--- config.mk ---
export PLATFORM = sky130hd
export DESIGN_NAME = reset_and_stop_recovery_ctrl
export DESIGN_NICKNAME = d
export VERILOG_FILES = /design/src/reset_ctrl_pkg.sv /design/src/hold_count_if.sv /design/src/signal_sync.sv /design/src/hold_timer.sv /design/src/reset_and_stop_recovery_ctrl.sv
export SDC_FILE = /design/constraint.sdc
export NUM_CORES = 1
export LEC_CHECK = 0
export BUFFER_PORTS_ARGS = -buffer_cell sky130_fd_sc_hd__buf_2
export CAP_MARGIN = 15
export CORE_ASPECT_RATIO = 1.4
export CORE_MARGIN = 2
export CORE_UTILIZATION = 45
export CTS_BUF_LIST = sky130_fd_sc_hd__clkbuf_16
export CTS_CLUSTER_DIAMETER = 50
export CTS_CLUSTER_SIZE = 12
export DETAILED_ROUTE_END_ITERATION = 8
export PLACE_DENSITY_LB_ADDON = 0.05
export RECOVER_POWER = 100
export SLEW_MARGIN = 40
export SYNTH_ARGS = -nofsm -noshare
export SYNTH_HDL_FRONTEND = slang
export SYNTH_SLANG_ARGS = --single-unit
--- constraint.sdc ---
create_clock -name clk -period 1.7 [get_ports clk]
set_input_delay 0 -clock clk [delete_from_list [all_inputs] [get_ports clk]]
set_output_delay 0 -clock clk [all_outputs]
set_load 0.01 [all_outputs]
--- src/reset_ctrl_pkg.sv ---
// constants, cause encodings and state type for the reset controller
// How it works
// pin resets only with alternate function enabled
// stop mode: watchdog or pin change recovers
// hold 66 oscillator cycles, crystal off
// hold 5000 cycles when crystal enabled
// supply resets count only above threshold
// pin still low keeps reset held
// reset forces pins input, pull-ups off
// port D bit 0 driven low during reset
// processor and peripherals idle during reset
// registers with defaults reload on reset
// exit fetches vector at 0002H/0003H
// internal oscillator selected after reset
// pin pulses under four clocks ignored; code skips this filter in stop mode
// debugger reset spares the debug unit
// power-on counter runs after threshold
// power-on sets power cause bit
// brownout holds reset, then full sequence
// option bit gates brownout in stop
// watchdog resets or interrupts by option
// watchdog reset sets watchdog cause bit
// cause register read clears upper bits
// pin reset sets pin cause bit
// pin and monitors pass two flip-flops
package reset_ctrl_pkg;

    // ==========================================================
    // timing counts, in internal oscillator cycles
    localparam int HOLD_SHORT_CYC = 66;
    localparam int HOLD_LONG_CYC = 5000;
    localparam int EXT_MIN_CYC = 4;

    // ==========================================================
    // cause field, upper nibble of the cause register
    localparam int CAUSE_LSB = 4;
    localparam logic [3:0] CAUSE_POR = 4'h8;
    localparam logic [3:0] CAUSE_STOP = 4'h4;
    localparam logic [3:0] CAUSE_WDT = 4'h2;
    localparam logic [3:0] CAUSE_EXT = 4'h1;
    localparam logic [3:0] CAUSE_RESET = 4'h0;
    localparam logic [3:0] CAUSE_RESERVED = 4'h0;

    // ==========================================================
    // reset vector location in program memory
    localparam logic [15:0] VECTOR_ADDR_HI = 16'h0002;
    localparam logic [15:0] VECTOR_ADDR_LO = 16'h0003;

    typedef enum logic [1:0] {
        ST_POWER_WAIT,
        ST_HOLD,
        ST_PIN_WAIT,
        ST_RUN
    } reset_state_t;

endpackage

--- src/hold_count_if.sv ---
// start and done handshake between the controller and its hold timer
interface hold_count_if;
    logic start;
    logic use_long;
    logic done;

    modport ctrl (
        output start,
        output use_long,
        input done
    );

    modport timer (
        input start,
        input use_long,
        output done
    );
endinterface

--- src/signal_sync.sv ---
// two flip-flop synchroniser for a bundle of levels
module signal_sync #(
    parameter int WIDTH = 1
) (
    input wire logic clk,
    input wire logic rst_n,
    input wire logic [WIDTH-1:0] d,
    output logic [WIDTH-1:0] q
);
    typedef struct packed {
        logic [WIDTH-1:0] first;
        logic [WIDTH-1:0] second;
    } sync_t;

    sync_t s;
    sync_t next_s;

    always_comb begin
        next_s.first = d;
        next_s.second = s.first;
    end

    always_ff @(posedge clk or negedge rst_n) begin
        if (!rst_n) begin
            s <= '0;
        end else begin
            s <= next_s;
        end
    end

    assign q = s.second;
endmodule // signal_sync

--- src/hold_timer.sv ---
// down counter that times the reset hold period
module hold_timer #(
    parameter int SHORT_CYC = reset_ctrl_pkg::HOLD_SHORT_CYC,
    parameter int LONG_CYC = reset_ctrl_pkg::HOLD_LONG_CYC
) (
    input wire logic clk,
    input wire logic rst_n,
    hold_count_if.timer hc
);
    // counter must hold whichever period is the longer
    localparam int MAX_CYC = (LONG_CYC > SHORT_CYC) ? LONG_CYC : SHORT_CYC;
    localparam int CW = $clog2(MAX_CYC + 1);

    typedef struct packed {
        logic busy;
        logic [CW-1:0] count;
    } timer_t;

    timer_t t;
    timer_t next_t;

    // load period by crystal option
    always_comb begin
        next_t = t;
        if (hc.start) begin
            next_t.busy = 1'b1;
            next_t.count = hc.use_long ? CW'(LONG_CYC - 1) : CW'(SHORT_CYC - 1);
        end else if (t.busy) begin
            if (t.count == '0) begin
                next_t.busy = 1'b0;
            end else begin
                next_t.count = t.count - CW'(1);
            end
        end
    end

    always_ff @(posedge clk or negedge rst_n) begin
        if (!rst_n) begin
            t <= '0;
        end else begin
            t <= next_t;
        end
    end

    assign hc.done = t.busy && (t.count == '0);
endmodule // hold_timer

--- src/reset_and_stop_recovery_ctrl.sv ---
// reset sequencer: source gathering, hold timing, pin drive and cause record
module reset_and_stop_recovery_ctrl #(
    parameter int long_hold_cycles = reset_ctrl_pkg::HOLD_LONG_CYC,
    parameter int recovery_pin_count = 8
) (
    input wire logic clk,
    input wire logic rst_n,
    input wire logic supply_above_por,
    input wire logic brownout_detector_low,
    input wire logic watchdog_timeout,
    input wire logic watchdog_reset_select_option,
    input wire logic brownout_stop_mode_enable,
    input wire logic xtal_osc_option_enable,
    input wire logic reset_pin_alt_enable,
    input wire logic port_d_bit0_pin_in,
    output logic port_d_bit0_pin_out,
    output logic port_d_bit0_pin_oe,
    input wire logic debugger_control_reg_reset,
    input wire logic debug_serial_pin_break,
    input wire logic stop_mode,
    input wire logic [recovery_pin_count-1:0] recovery_source_enable,
    input wire logic [recovery_pin_count-1:0] port_pin_in,
    input wire logic reset_cause_read,
    output logic cpu_reset,
    output logic periph_idle,
    output logic control_reg_load,
    output logic port_defaults_force,
    output logic osc_force_internal,
    output logic debugger_reset_clear,
    output logic reset_vector_fetch,
    output logic [15:0] reset_vector_addr_hi,
    output logic [15:0] reset_vector_addr_lo,
    output logic [7:0] reset_cause_register,
    output logic watchdog_interrupt
);
    // age counter must hold whichever period is the longer
    localparam int MAX_HOLD = (long_hold_cycles > reset_ctrl_pkg::HOLD_SHORT_CYC)
        ? long_hold_cycles : reset_ctrl_pkg::HOLD_SHORT_CYC;
    localparam int AGE_W = $clog2(MAX_HOLD + 1);
    localparam int hold_short_m1 = reset_ctrl_pkg::HOLD_SHORT_CYC - 1;
    localparam int hold_long_m1 = long_hold_cycles - 1;

    typedef struct packed {
        reset_ctrl_pkg::reset_state_t state;
        logic [3:0] pend;
        logic [3:0] cause;
        logic recovery;
        logic [2:0] low_cnt;
        logic [recovery_pin_count-1:0] pins_prev;
        logic vec_fetch;
        logic wdt_irq;
        logic dbg_clear;
        logic [AGE_W-1:0] hold_age;
    } ctrl_t;

    // ==========================================================
    // reset release and input synchronisers
    logic rst_ok;
    logic [2:0] sync_in;
    logic [2:0] sync_out;
    logic pin_low;
    logic por_ok;
    logic bo_low;

    signal_sync #(.WIDTH(1)) u_rst_sync (
        .clk(clk),
        .rst_n(rst_n),
        .d(1'b1),
        .q(rst_ok)
    );

    // two-stage pin and monitor sync
    assign sync_in = {~port_d_bit0_pin_in, supply_above_por, brownout_detector_low};

    signal_sync #(.WIDTH(3)) u_in_sync (
        .clk(clk),
        .rst_n(rst_ok),
        .d(sync_in),
        .q(sync_out)
    );

    assign pin_low = sync_out[2];
    assign por_ok = sync_out[1];
    assign bo_low = sync_out[0];

    // ==========================================================
    // hold timer
    hold_count_if hc ();

    hold_timer #(
        .SHORT_CYC(reset_ctrl_pkg::HOLD_SHORT_CYC),
        .LONG_CYC(long_hold_cycles)
    ) u_timer (
        .clk(clk),
        .rst_n(rst_ok),
        .hc(hc)
    );

    // ==========================================================
    // source qualification
    ctrl_t s;
    ctrl_t next;
    logic ext_trig;
    logic bo_trig;
    logic dbg_trig;
    logic wdt_rst;
    logic recover;
    logic go_hold;
    logic [3:0] go_cause;

    // alternate function and four-clock filter
    assign ext_trig = reset_pin_alt_enable && pin_low
        && (stop_mode || (s.low_cnt == 3'(reset_ctrl_pkg::EXT_MIN_CYC - 1)));
    // brownout gated in stop by option
    assign bo_trig = bo_low && (!stop_mode || brownout_stop_mode_enable);
    // debugger request, also debug pin break in stop
    assign dbg_trig = debugger_control_reg_reset || (stop_mode && debug_serial_pin_break);
    // option selects reset over interrupt
    assign wdt_rst = watchdog_timeout && watchdog_reset_select_option && !stop_mode;
    // stop recovery on watchdog or pin edge
    assign recover = stop_mode
        && (watchdog_timeout || (|(recovery_source_enable & (port_pin_in ^ s.pins_prev))));

    // ==========================================================
    // sequencer
    always_comb begin
        next = s;
        go_hold = 1'b0;
        go_cause = s.pend;
        next.vec_fetch = 1'b0;
        next.wdt_irq = 1'b0;
        next.dbg_clear = 1'b0;
        next.pins_prev = port_pin_in;
        hc.start = 1'b0;
        // crystal option lengthens the hold
        hc.use_long = xtal_osc_option_enable;

        if (reset_pin_alt_enable && pin_low) begin
            if (s.low_cnt != 3'h7) begin
                next.low_cnt = s.low_cnt + 3'h1;
            end
        end else begin
            next.low_cnt = 3'h0;
        end

        if (s.state == reset_ctrl_pkg::ST_HOLD && s.hold_age != '1) begin
            next.hold_age = s.hold_age + AGE_W'(1);
        end

        // read clears, a same-cycle set wins
        if (reset_cause_read) begin
            next.cause = reset_ctrl_pkg::CAUSE_RESET;
        end

        unique case (s.state)
            reset_ctrl_pkg::ST_RUN: begin
                // interrupt when reset not selected
                if (watchdog_timeout && !watchdog_reset_select_option) begin
                    next.wdt_irq = 1'b1;
                end
                // brownout waits for supply recovery
                if (bo_trig) begin
                    next.state = reset_ctrl_pkg::ST_POWER_WAIT;
                    next.pend = reset_ctrl_pkg::CAUSE_POR;
                    next.recovery = 1'b0;
                end else if (ext_trig) begin
                    go_hold = 1'b1;
                    go_cause = reset_ctrl_pkg::CAUSE_EXT;
                    next.recovery = 1'b0;
                end else if (dbg_trig) begin
                    // clear request bit, debug unit untouched
                    go_hold = 1'b1;
                    go_cause = reset_ctrl_pkg::CAUSE_POR;
                    next.recovery = 1'b0;
                    next.dbg_clear = 1'b1;
                end else if (wdt_rst) begin
                    go_hold = 1'b1;
                    go_cause = reset_ctrl_pkg::CAUSE_WDT;
                    next.recovery = 1'b0;
                end else if (recover) begin
                    // recovery records stop, plus watchdog on a timeout
                    go_hold = 1'b1;
                    go_cause = reset_ctrl_pkg::CAUSE_STOP
                        | (watchdog_timeout ? reset_ctrl_pkg::CAUSE_WDT : 4'h0);
                    next.recovery = 1'b1;
                end
            end
            reset_ctrl_pkg::ST_POWER_WAIT: begin
                // count starts above threshold
                if (por_ok && !bo_low) begin
                    go_hold = 1'b1;
                end
            end
            reset_ctrl_pkg::ST_HOLD: begin
                if (bo_low) begin
                    next.state = reset_ctrl_pkg::ST_POWER_WAIT;
                    next.pend = reset_ctrl_pkg::CAUSE_POR;
                    next.recovery = 1'b0;
                end else if (hc.done) begin
                    next.state = reset_ctrl_pkg::ST_PIN_WAIT;
                end
            end
            reset_ctrl_pkg::ST_PIN_WAIT: begin
                if (bo_low) begin
                    next.state = reset_ctrl_pkg::ST_POWER_WAIT;
                    next.pend = reset_ctrl_pkg::CAUSE_POR;
                    next.recovery = 1'b0;
                end else if (!pin_low) begin
                    // leave only once the pin is high
                    next.state = reset_ctrl_pkg::ST_RUN;
                    // record cause at exit
                    next.cause = s.pend;
                    // start vector fetch
                    next.vec_fetch = 1'b1;
                end
            end
        endcase

        // start the hold count
        if (go_hold) begin
            next.state = reset_ctrl_pkg::ST_HOLD;
            next.pend = go_cause;
            next.hold_age = '0;
            hc.start = 1'b1;
        end
    end

    always_ff @(posedge clk or negedge rst_ok) begin
        if (!rst_ok) begin
            s <= '{state: reset_ctrl_pkg::ST_POWER_WAIT, pend: reset_ctrl_pkg::CAUSE_POR,
                cause: reset_ctrl_pkg::CAUSE_RESET, default: '0};
        end else begin
            s <= next;
        end
    end

    // ==========================================================
    // outputs
    logic in_reset;
    assign in_reset = (s.state != reset_ctrl_pkg::ST_RUN);

    // processor and peripherals held idle
    assign cpu_reset = in_reset;
    assign periph_idle = in_reset;
    // defaults reload only for system reset
    assign control_reg_load = in_reset && !s.recovery;
    assign port_defaults_force = in_reset && !s.recovery;
    // internal oscillator forced during any reset
    assign osc_force_internal = in_reset;
    // open-drain low drive through supply wait and hold of a system reset
    assign port_d_bit0_pin_out = 1'b0;
    assign port_d_bit0_pin_oe = in_reset && !s.recovery
        && (s.state != reset_ctrl_pkg::ST_PIN_WAIT);
    assign debugger_reset_clear = s.dbg_clear;
    // vector address pair
    assign reset_vector_fetch = s.vec_fetch;
    assign reset_vector_addr_hi = reset_ctrl_pkg::VECTOR_ADDR_HI;
    assign reset_vector_addr_lo = reset_ctrl_pkg::VECTOR_ADDR_LO;
    assign reset_cause_register = {s.cause, reset_ctrl_pkg::CAUSE_RESERVED};
    assign watchdog_interrupt = s.wdt_irq;

    // ==========================================================
    // checks
    pin_gate_a: assert property (
        @(posedge clk) disable iff (!rst_ok)
        (s.state == reset_ctrl_pkg::ST_RUN && go_hold
            && go_cause == reset_ctrl_pkg::CAUSE_EXT) |-> reset_pin_alt_enable)
        else $error("pin reset taken with alternate function off");

    pin_filter_a: assert property (
        @(posedge clk) disable iff (!rst_ok)
        (s.state == reset_ctrl_pkg::ST_RUN && !stop_mode && go_hold
            && go_cause == reset_ctrl_pkg::CAUSE_EXT)
        |-> pin_low && $past(pin_low) && $past(pin_low, 2) && $past(pin_low, 3))
        else $error("pin reset taken on pulse under four clocks");

    short_hold_a: assert property (
        @(posedge clk) disable iff (!rst_ok)
        (hc.done && s.state == reset_ctrl_pkg::ST_HOLD && !xtal_osc_option_enable)
        |-> s.hold_age == AGE_W'(hold_short_m1))
        else $error("short hold period has wrong length");

    long_hold_a: assert property (
        @(posedge clk) disable iff (!rst_ok)
        (hc.done && s.state == reset_ctrl_pkg::ST_HOLD && xtal_osc_option_enable)
        |-> s.hold_age == AGE_W'(hold_long_m1))
        else $error("long hold period has wrong length");

    supply_wait_a: assert property (
        @(posedge clk) disable iff (!rst_ok)
        (s.state == reset_ctrl_pkg::ST_POWER_WAIT && !por_ok)
        |=> s.state == reset_ctrl_pkg::ST_POWER_WAIT)
        else $error("hold count started below threshold");

    pin_stretch_a: assert property (
        @(posedge clk) disable iff (!rst_ok)
        (s.state == reset_ctrl_pkg::ST_PIN_WAIT && pin_low) |=> cpu_reset)
        else $error("left reset while pin held low");

    pin_drive_a: assert property (
        @(posedge clk) disable iff (!rst_ok)
        (s.state == reset_ctrl_pkg::ST_HOLD && !s.recovery)
        |-> port_d_bit0_pin_oe && !port_d_bit0_pin_out)
        else $error("reset pin not driven low during hold");

    por_cause_a: assert property (
        @(posedge clk) disable iff (!rst_ok)
        ($fell(cpu_reset) && $past(s.pend) == reset_ctrl_pkg::CAUSE_POR)
        |-> reset_cause_register[7] && reset_vector_fetch)
        else $error("power cause not recorded at exit");

    cause_clear_a: assert property (
        @(posedge clk) disable iff (!rst_ok)
        (reset_cause_read && s.state == reset_ctrl_pkg::ST_RUN)
        |=> reset_cause_register == 8'h00)
        else $error("cause bits survived a read");

    wdt_irq_a: assert property (
        @(posedge clk) disable iff (!rst_ok)
        (s.state == reset_ctrl_pkg::ST_RUN && watchdog_timeout && !stop_mode
            && !watchdog_reset_select_option)
        |=> watchdog_interrupt ##0 (!cpu_reset)[*2])
        else $error("watchdog interrupt option misbehaved");

    stop_recover_a: assert property (
        @(posedge clk) disable iff (!rst_ok)
        (s.state == reset_ctrl_pkg::ST_RUN && recover && !bo_trig && !ext_trig
            && !dbg_trig && !wdt_rst) |=> s.state == reset_ctrl_pkg::ST_HOLD && s.recovery)
        else $error("stop recovery not started");

    reset_defaults_a: assert property (
        @(posedge clk) disable iff (!rst_ok)
        (s.state == reset_ctrl_pkg::ST_POWER_WAIT)
        |-> port_defaults_force && control_reg_load && port_d_bit0_pin_oe)
        else $error("defaults not forced during supply wait");

    idle_clock_a: assert property (
        @(posedge clk) disable iff (!rst_ok)
        cpu_reset |-> periph_idle && osc_force_internal)
        else $error("idle or clock select missing in reset");

    vector_pulse_a: assert property (
        @(posedge clk) disable iff (!rst_ok)
        $fell(cpu_reset) |-> reset_vector_fetch ##1 !reset_vector_fetch)
        else $error("vector fetch pulse wrong at exit");

    dbg_clear_a: assert property (
        @(posedge clk) disable iff (!rst_ok)
        (s.state == reset_ctrl_pkg::ST_RUN && dbg_trig && !bo_trig && !ext_trig)
        |=> debugger_reset_clear && cpu_reset ##1 !debugger_reset_clear)
        else $error("debugger reset clear pulse wrong");

    brownout_hold_a: assert property (
        @(posedge clk) disable iff (!rst_ok)
        (bo_low && (s.state != reset_ctrl_pkg::ST_RUN || bo_trig))
        |=> s.state == reset_ctrl_pkg::ST_POWER_WAIT)
        else $error("brownout did not return to supply wait");

    stop_brownout_a: assert property (
        @(posedge clk) disable iff (!rst_ok)
        (s.state == reset_ctrl_pkg::ST_RUN && stop_mode && !brownout_stop_mode_enable
            && bo_low && !ext_trig && !dbg_trig && !recover) |=> !cpu_reset)
        else $error("brownout taken in stop with option off");

    cause_record_a: assert property (
        @(posedge clk) disable iff (!rst_ok)
        $fell(cpu_reset) |-> reset_cause_register[7:4] == $past(s.pend))
        else $error("cause not recorded at exit");

endmodule // reset_and_stop_recovery_ctrl

# Word-level counts from Yosys, hierarchy flattened
# Index checks and enable logic that the tools add are counted.
dict set report op_classes {
  n_bitwise 3
  n_eq_ne 16
  reduce_logical 32
  n_mux 49
  n_addsub 2
}
# cell count
set op_table {}
lappend op_table {{two-way mux 4 bit} 11}
lappend op_table {{two-way mux 14 bit} 2}
lappend op_table {{two-way mux 13 bit} 2}
lappend op_table {{two-way mux 1 bit} 21}
lappend op_table {{case mux 6 bit (3 select lines)} 1}
lappend op_table {{logical NOT 13 bit} 1}
lappend op_table {{subtractor 13 x 1 -> 13 bit, second input constant} 1}
lappend op_table {{logical AND 1 bit} 12}
lappend op_table {{two-way mux 2 bit} 6}
lappend op_table {{two-way mux 6 bit} 2}
lappend op_table {{AND 8 bit} 1}
lappend op_table {{!= test 2 bit, second input constant} 4}
lappend op_table {{OR reduction 8 bit} 1}
lappend op_table {{XOR 8 bit} 1}
lappend op_table {{two-way mux 3 bit} 2}
lappend op_table {{!= test 2 x 1 -> 1 bit, second input constant} 3}
lappend op_table {{!= test 3 bit, second input constant} 2}
lappend op_table {{!= test 6 bit, second input constant} 1}
lappend op_table {{AND reduction 5 bit} 1}
lappend op_table {{== test 2 bit, second input constant} 2}
lappend op_table {{logical NOT 1 bit} 4}
lappend op_table {{logical OR 1 bit} 4}
lappend op_table {{!= test 4 x 3 -> 1 bit, second input constant} 1}
lappend op_table {{!= test 4 bit, second input constant} 1}
lappend op_table {{other kinds (13)} 15}
dict set report totals {
  elab_cells 117
  inputBits 30
  out_inout_bits 50
  reg_bits 47
}

# Logic depth before layout (Yosys ltp)
dict set report depth {
  depth_word 14
  ltp_mapped 9
  depth_no_buf 8
}

# By module
# From an unflattened synthesis, not the netlist that was laid out.
dict set report unflattened {
  cells_unflattened 268
  hier_area_um2 2703.8
}
# module instances area_each_um2 seq_area_each_um2 cells_each
set modules_own_cells {}
lappend modules_own_cells {reset_and_stop_recovery_ctrl 1 1699.1 626.9 178}
lappend modules_own_cells {hold_timer 1 804.5 350.3 82}
lappend modules_own_cells {{signal_sync (u_in_sync)} 1 150.1 150.1 6}
lappend modules_own_cells {{signal_sync (u_rst_sync)} 1 50.0 50.0 2}

# Least setup slack after synthesis
# No wires, ideal clock.
dict set report synth_timing {
  path_type {reg-to-reg}
  start {reg s[24] (netlist bit)}
  end {reg u_timer.t[1] (netlist bit)}
  period_less_slack_ns 2.153
  required_ns 1.575
  path_slack_ns -0.453
  arrival_time_ns 2.028
  stages_incl_launch_ff 10
  setup_time_ns 0.125
  path_cell_list {dfrtp_1 > ha_1 > ha_1 > a311oi_1 > a21o_2 > o21ai_0 > o21ai_2 > a21o_2 > buf_6 > mux2_4}
}
dict set report synth_between {
  elab_chain_cells 9
  elab_cells_between_ends 11
  classes_between {eq/ne: 2; mux: 5; reduce/logical: 4}
}
# item line_no
set synth_rtl {}
lappend synth_rtl {{from (decl)} reset_and_stop_recovery_ctrl.sv:101} ;# ctrl_t s;
lappend synth_rtl {{from (signal assigned)} reset_and_stop_recovery_ctrl.sv:230} ;# s <= '{state: reset_ctrl_pkg::ST_POWER_WAIT, pend: reset_ctrl_pkg::CAUSE_POR,
lappend synth_rtl {{from (signal assigned)} reset_and_stop_recovery_ctrl.sv:233} ;# s <= next;
lappend synth_rtl {{== test 3 x 2 -> 1 bit (*)} reset_and_stop_recovery_ctrl.sv:113} ;# && (stop_mode || (s.low_cnt == 3'(reset_ctrl_pkg::EXT_MIN_CYC - 1)));
lappend synth_rtl {{logical OR 1 bit (*)} reset_and_stop_recovery_ctrl.sv:113}
lappend synth_rtl {{logical AND 1 bit (*)} reset_and_stop_recovery_ctrl.sv:113}
lappend synth_rtl {{two-way mux 1 bit (*)} reset_and_stop_recovery_ctrl.sv:166} ;# end else if (ext_trig) begin
lappend synth_rtl {{two-way mux 1 bit (*)} reset_and_stop_recovery_ctrl.sv:162} ;# if (bo_trig) begin
lappend synth_rtl {{case mux 1 bit (2 select lines) (*)} reset_and_stop_recovery_ctrl.sv:155} ;# unique case (s.state)
lappend synth_rtl {{two-way mux 1 bit (*)} reset_and_stop_recovery_ctrl.sv:220} ;# if (go_hold) begin
lappend synth_rtl {{!= test 2 bit (no line) or nonzero test 2 bit (tied branches)} -}
lappend synth_rtl {{AND reduction 2 bit (no line)} -}
lappend synth_rtl {{to (signal assigned)} hold_timer.sv:41} ;# t <= next_t;
lappend synth_rtl {{to (decl)} hold_timer.sv:19} ;# timer_t t;
# Mark *: on every way between the ends. The rest lies on a longest branch, timed or not.
# A chain may end at the register's enable or synchronous reset.

# Worst setup path after layout
dict set report layout_timing {
  start {reg s[20] (netlist bit)}
  end {reg u_timer.t[1] (netlist bit)}
}
dict set report layout_between {
  elab_chain_cells 14
  elab_cells_between_ends 16
  classes_between {eq/ne: 1; mux: 8; bitwise: 2; reduce/logical: 5}
}
# item line_no
set layout_rtl {}
lappend layout_rtl {{XOR 8 bit (*)} reset_and_stop_recovery_ctrl.sv:122} ;# && (watchdog_timeout || (|(recovery_source_enable & (port_pin_in ^ s.pins_prev))));
lappend layout_rtl {{AND 8 bit (*)} reset_and_stop_recovery_ctrl.sv:122}
lappend layout_rtl {{OR reduction 8 bit (*)} reset_and_stop_recovery_ctrl.sv:122}
lappend layout_rtl {{logical OR 1 bit (*)} reset_and_stop_recovery_ctrl.sv:122}
lappend layout_rtl {{logical AND 1 bit (*)} reset_and_stop_recovery_ctrl.sv:122}
lappend layout_rtl {{two-way mux 1 bit (*)} reset_and_stop_recovery_ctrl.sv:180} ;# end else if (recover) begin
lappend layout_rtl {{two-way mux 1 bit (*)} reset_and_stop_recovery_ctrl.sv:176} ;# end else if (wdt_rst) begin
lappend layout_rtl {{two-way mux 1 bit (*)} reset_and_stop_recovery_ctrl.sv:170} ;# end else if (dbg_trig) begin
lappend layout_rtl {{two-way mux 1 bit (*)} reset_and_stop_recovery_ctrl.sv:166}
lappend layout_rtl {{two-way mux 1 bit (*)} reset_and_stop_recovery_ctrl.sv:162}
lappend layout_rtl {{case mux 1 bit (2 select lines) (*)} reset_and_stop_recovery_ctrl.sv:155}
lappend layout_rtl {{two-way mux 1 bit (*)} reset_and_stop_recovery_ctrl.sv:220}
lappend layout_rtl {{!= test 2 bit (no line) or nonzero test 2 bit (tied branches)} -}
lappend layout_rtl {{AND reduction 2 bit (no line)} -}
# Marked as above.

==> impl_metrics.py <==
metrics = {
    "timing": {
        "hold_viol": 0,
        "setup_slack_ps": -270,
        "fmax_mhz": 508,
        "slew_violations": 0,
        "whs_ps": 2.65,
        "fin_crit_ps": 1970,
        "slew_headroom": 0.640,
        "min_period_over_period": 1.16,
        "setup_viol": 21,
        "final.setup_skew_ps": 5.46,
        "rsz0062_at_grt": "yes",
        "worst_pin_slew_ps": 540,
    },
    "pwr": {
        "power_density_nw_per_um2": 1310,
        "p_leak_nw": 1.68,
        "max-vdd-ir-drop_uv": 705,
        "power_mw": 4.56,
    },
    "logic_synthesis": {
        "ys_seq_elements": 47,
        "synth_area_sq_um": 2630,
        "ys_seq_area_frac": 0.447,
        "async_flop_share": 1.00,
        "synth-edff-count": 0,
        "postSynthAreaPerCell_sq_um": 10.2,
        "syn_inst": 258,
        "yosysUniqueCellTypes": 51,
        "yosysWarnings": 0,
        "yosys_most_used_dff": "dfrtp_1",
    },
    "hold_path": {
        "hp-class": "primary input to register",
        "holdPathStages": 3,
        "min_to": "reset_cause_register[4]",
        "hp-start": "reset_cause_read",
    },
    "die": {
        "core_sq_um": 5570,
        "dieArea_sq_um": 6480,
        "ios": 80,
        "die_w_um": 68.6,
        "rows": 32,
        "die_h_um": 94.5,
        "floorplan.initialDensity": 0.473,
    },
    "flow_run": {
        "cap_violations": 0,
    },
    "worst_setup_path": {
        "worstPathRequired_ps": 1870,
        "critPathCaptureType": "register",
        "reg2reg_slack_ps": -270,
        "reg2reg_to": "u_timer.t[1]",
        "cp_max_fo": 3,
        "worstSetupStartpointType": "register",
        "r2r_start": "s[20]",
        "arrival_ps": 2140,
        "path_class": "register to register",
        "ff2ff_path_depth": 6,
    },
    "global_route": {
        "grt_overflow": 0,
        "grt_pass1_vias": 2021,
        "antenna_found_initial": 0,
        "grt_max_degree": 21,
        "grt_usage": 0.186,
        "grt_pass1_wl_um": 8800,
    },
    "layout": {
        "n_fill_cell": 488,
        "layout_commonest_cell": "dfrtp_1",
        "seq_area_sq_um": 1180,
        "diodes": 0,
        "multi_input_area_sq_um": 1300,
        "drive_gt1_frac": 0.342,
        "area_delta_synth_final_pct": 32.1,
        "final_cell_mix": "dfrtp_1 (46), buf_4 (43), conb_1 (38), buf_2 (38), nor2_1 (20)",
        "num-nets-final": 396,
        "final_core_utilization": 0.625,
    },
    "clock_tree": {
        "clk_pin_slew_ps": 60,
        "clock-sinks": 47,
        "cts_tree": "built",
        "h-tree-depth": 2,
        "cts_buffers": 5,
        "clk_path_buf_depth": 2,
        "cts_root_buf": "clkbuf_16",
        "clk_latency_ps": 280,
    },
    "drt": {
        "drt_iter0_drc": 88,
        "route.detailed.drc": 0,
        "drt-pass1-iter-count": 4,
        "vias": 2025,
        "via_per_inst": 4.76,
        "routed_wirelength_um": 5490,
        "wl_per_cell_um": 12.9,
        "ant_nets": 0,
    },
    "run_status": {
        "violations": "setup timing",
        "status": "finished, violations left",
    },
    "place": {
        "port_buffers": 42,
        "dp.final_hpwl_um": 4240,
        "dp_slack_ps": -311,
        "gp_congestion": 0.850,
    },
}
==> cell type report <==
| type | instances | area share |
|---|---|---|
| Sequential cell | 47 | 0.339 |
| Tap cell | 68 | 0.0245 |
| Inverter | 11 | 0.0119 |
| Multi-Input combinational cell | 188 | 0.373 |
| Clock buffer | 5 | 0.0360 |
| Clock inverter | 3 | 0.00540 |
| Timing Repair Buffer | 103 | 0.210 |
==> worst max-delay path by stage <==
stage / cells after the start / slack, ps / start / end
after floorplan: 9 / -240 / s[24] / u_timer.t[1]
after global placement: 7 / -310 / u_timer.t[0] / s[36]
after detailed placement: 7 / -310 / u_timer.t[0] / s[36]
after CTS: 6 / -280 / s[20] / u_timer.t[1]
after global routing: 6 / -350 / s[20] / u_timer.t[1]
final: 6 / -270 / s[20] / u_timer.t[1]
==> repair_timing <==
action,CTS,global route
endpoints found under the hold margin,16,0
endpoints found under the setup margin,21,26
hold buffers,14,0
pin swaps,4,12
buffers inserted,2,4
gates resized for setup,2,16
==> cell families after synthesis <==
family,synth area share
xor gates and xnor gates,0.0666
other,0.00285
muxes,0.0290
and+or+nand+nor,0.133
buffers and inverters,0.150
adders and majority gates,0.0476
AOI/OAI and AO/OA,0.123
DFF,0.447
==> worst max-delay path, cell delays in order (launching register included) <==
cell and delay (ps):
dfrtp_1 370, xor2_1 160, a222oi_1 410, a41oi_2 210
o21ai_2 220, a21o_2 190, mux2_4 300
==> synth_stat cells, types with 2 or more instances <==
cell	instances	area share
dfrtp_1	46	0.44
buf_4	44	0.13
nor2_1	21	0.030
nand2_1	17	0.024
xor2_1	15	0.050
inv_1	11	0.016
o21ai_0	11	0.021
ha_1	10	0.048
a21oi_1	8	0.015
a22oi_1	5	0.014
mux2i_1	5	0.019
nor3_1	5	0.0095
xnor2_1	5	0.017
nand2b_1	4	0.0095
nor2b_1	4	0.0095
a32o_1	3	0.011
nor3b_1	3	0.0086
a21o_2	2	0.0067
and2_1	2	0.0048
clkbuf_1	2	0.0029
conb_1	2	0.0029
nand3_1	2	0.0038
nand4b_1	2	0.0067
nor4_1	2	0.0048
==> metrics by stage <==
stage / instances / instance area (sq um) / setup TNS (ps)
CTS: 421 / 3380 / -4630
detailed placement: 397 / 3080 / -4660
floorplan: 294 / 2800 / -829
finish: 425 / 3480 / -3310
global placement: 397 / 3080 / -4130
global route: 425 / 3480 / -5290
==> layer usage <==
metal,up-vias,routed length [um],GRT usage
met5,-,0,0
met4,0,93,0.0750
met1,988,2130,0.198
li1,986,-,-
met3,5,208,0.0358
met2,46,3060,0.344
==> state kept, by name (all words and copies together), names as in the netlist <==
| register | count |
|---|---|
| u_in_sync.q | 3 |
| reset_cause_register | 4 |
| u_rst_sync.next_s | 1 |
| watchdog_interrupt | 1 |
| debugger_reset_clear | 1 |
| u_in_sync.next_s | 3 |
| u_timer.t | 14 |
| u_rst_sync.q | 1 |
| reset_vector_fetch | 1 |
| s | 18 |
==> power breakdown <==
group	switching (mW)	internal [mW]
registers	0.164	1.35
clock network	0.409	0.544
logic	0.998	1.10
total	1.57	2.99
(Power assumes the default switching activity.)
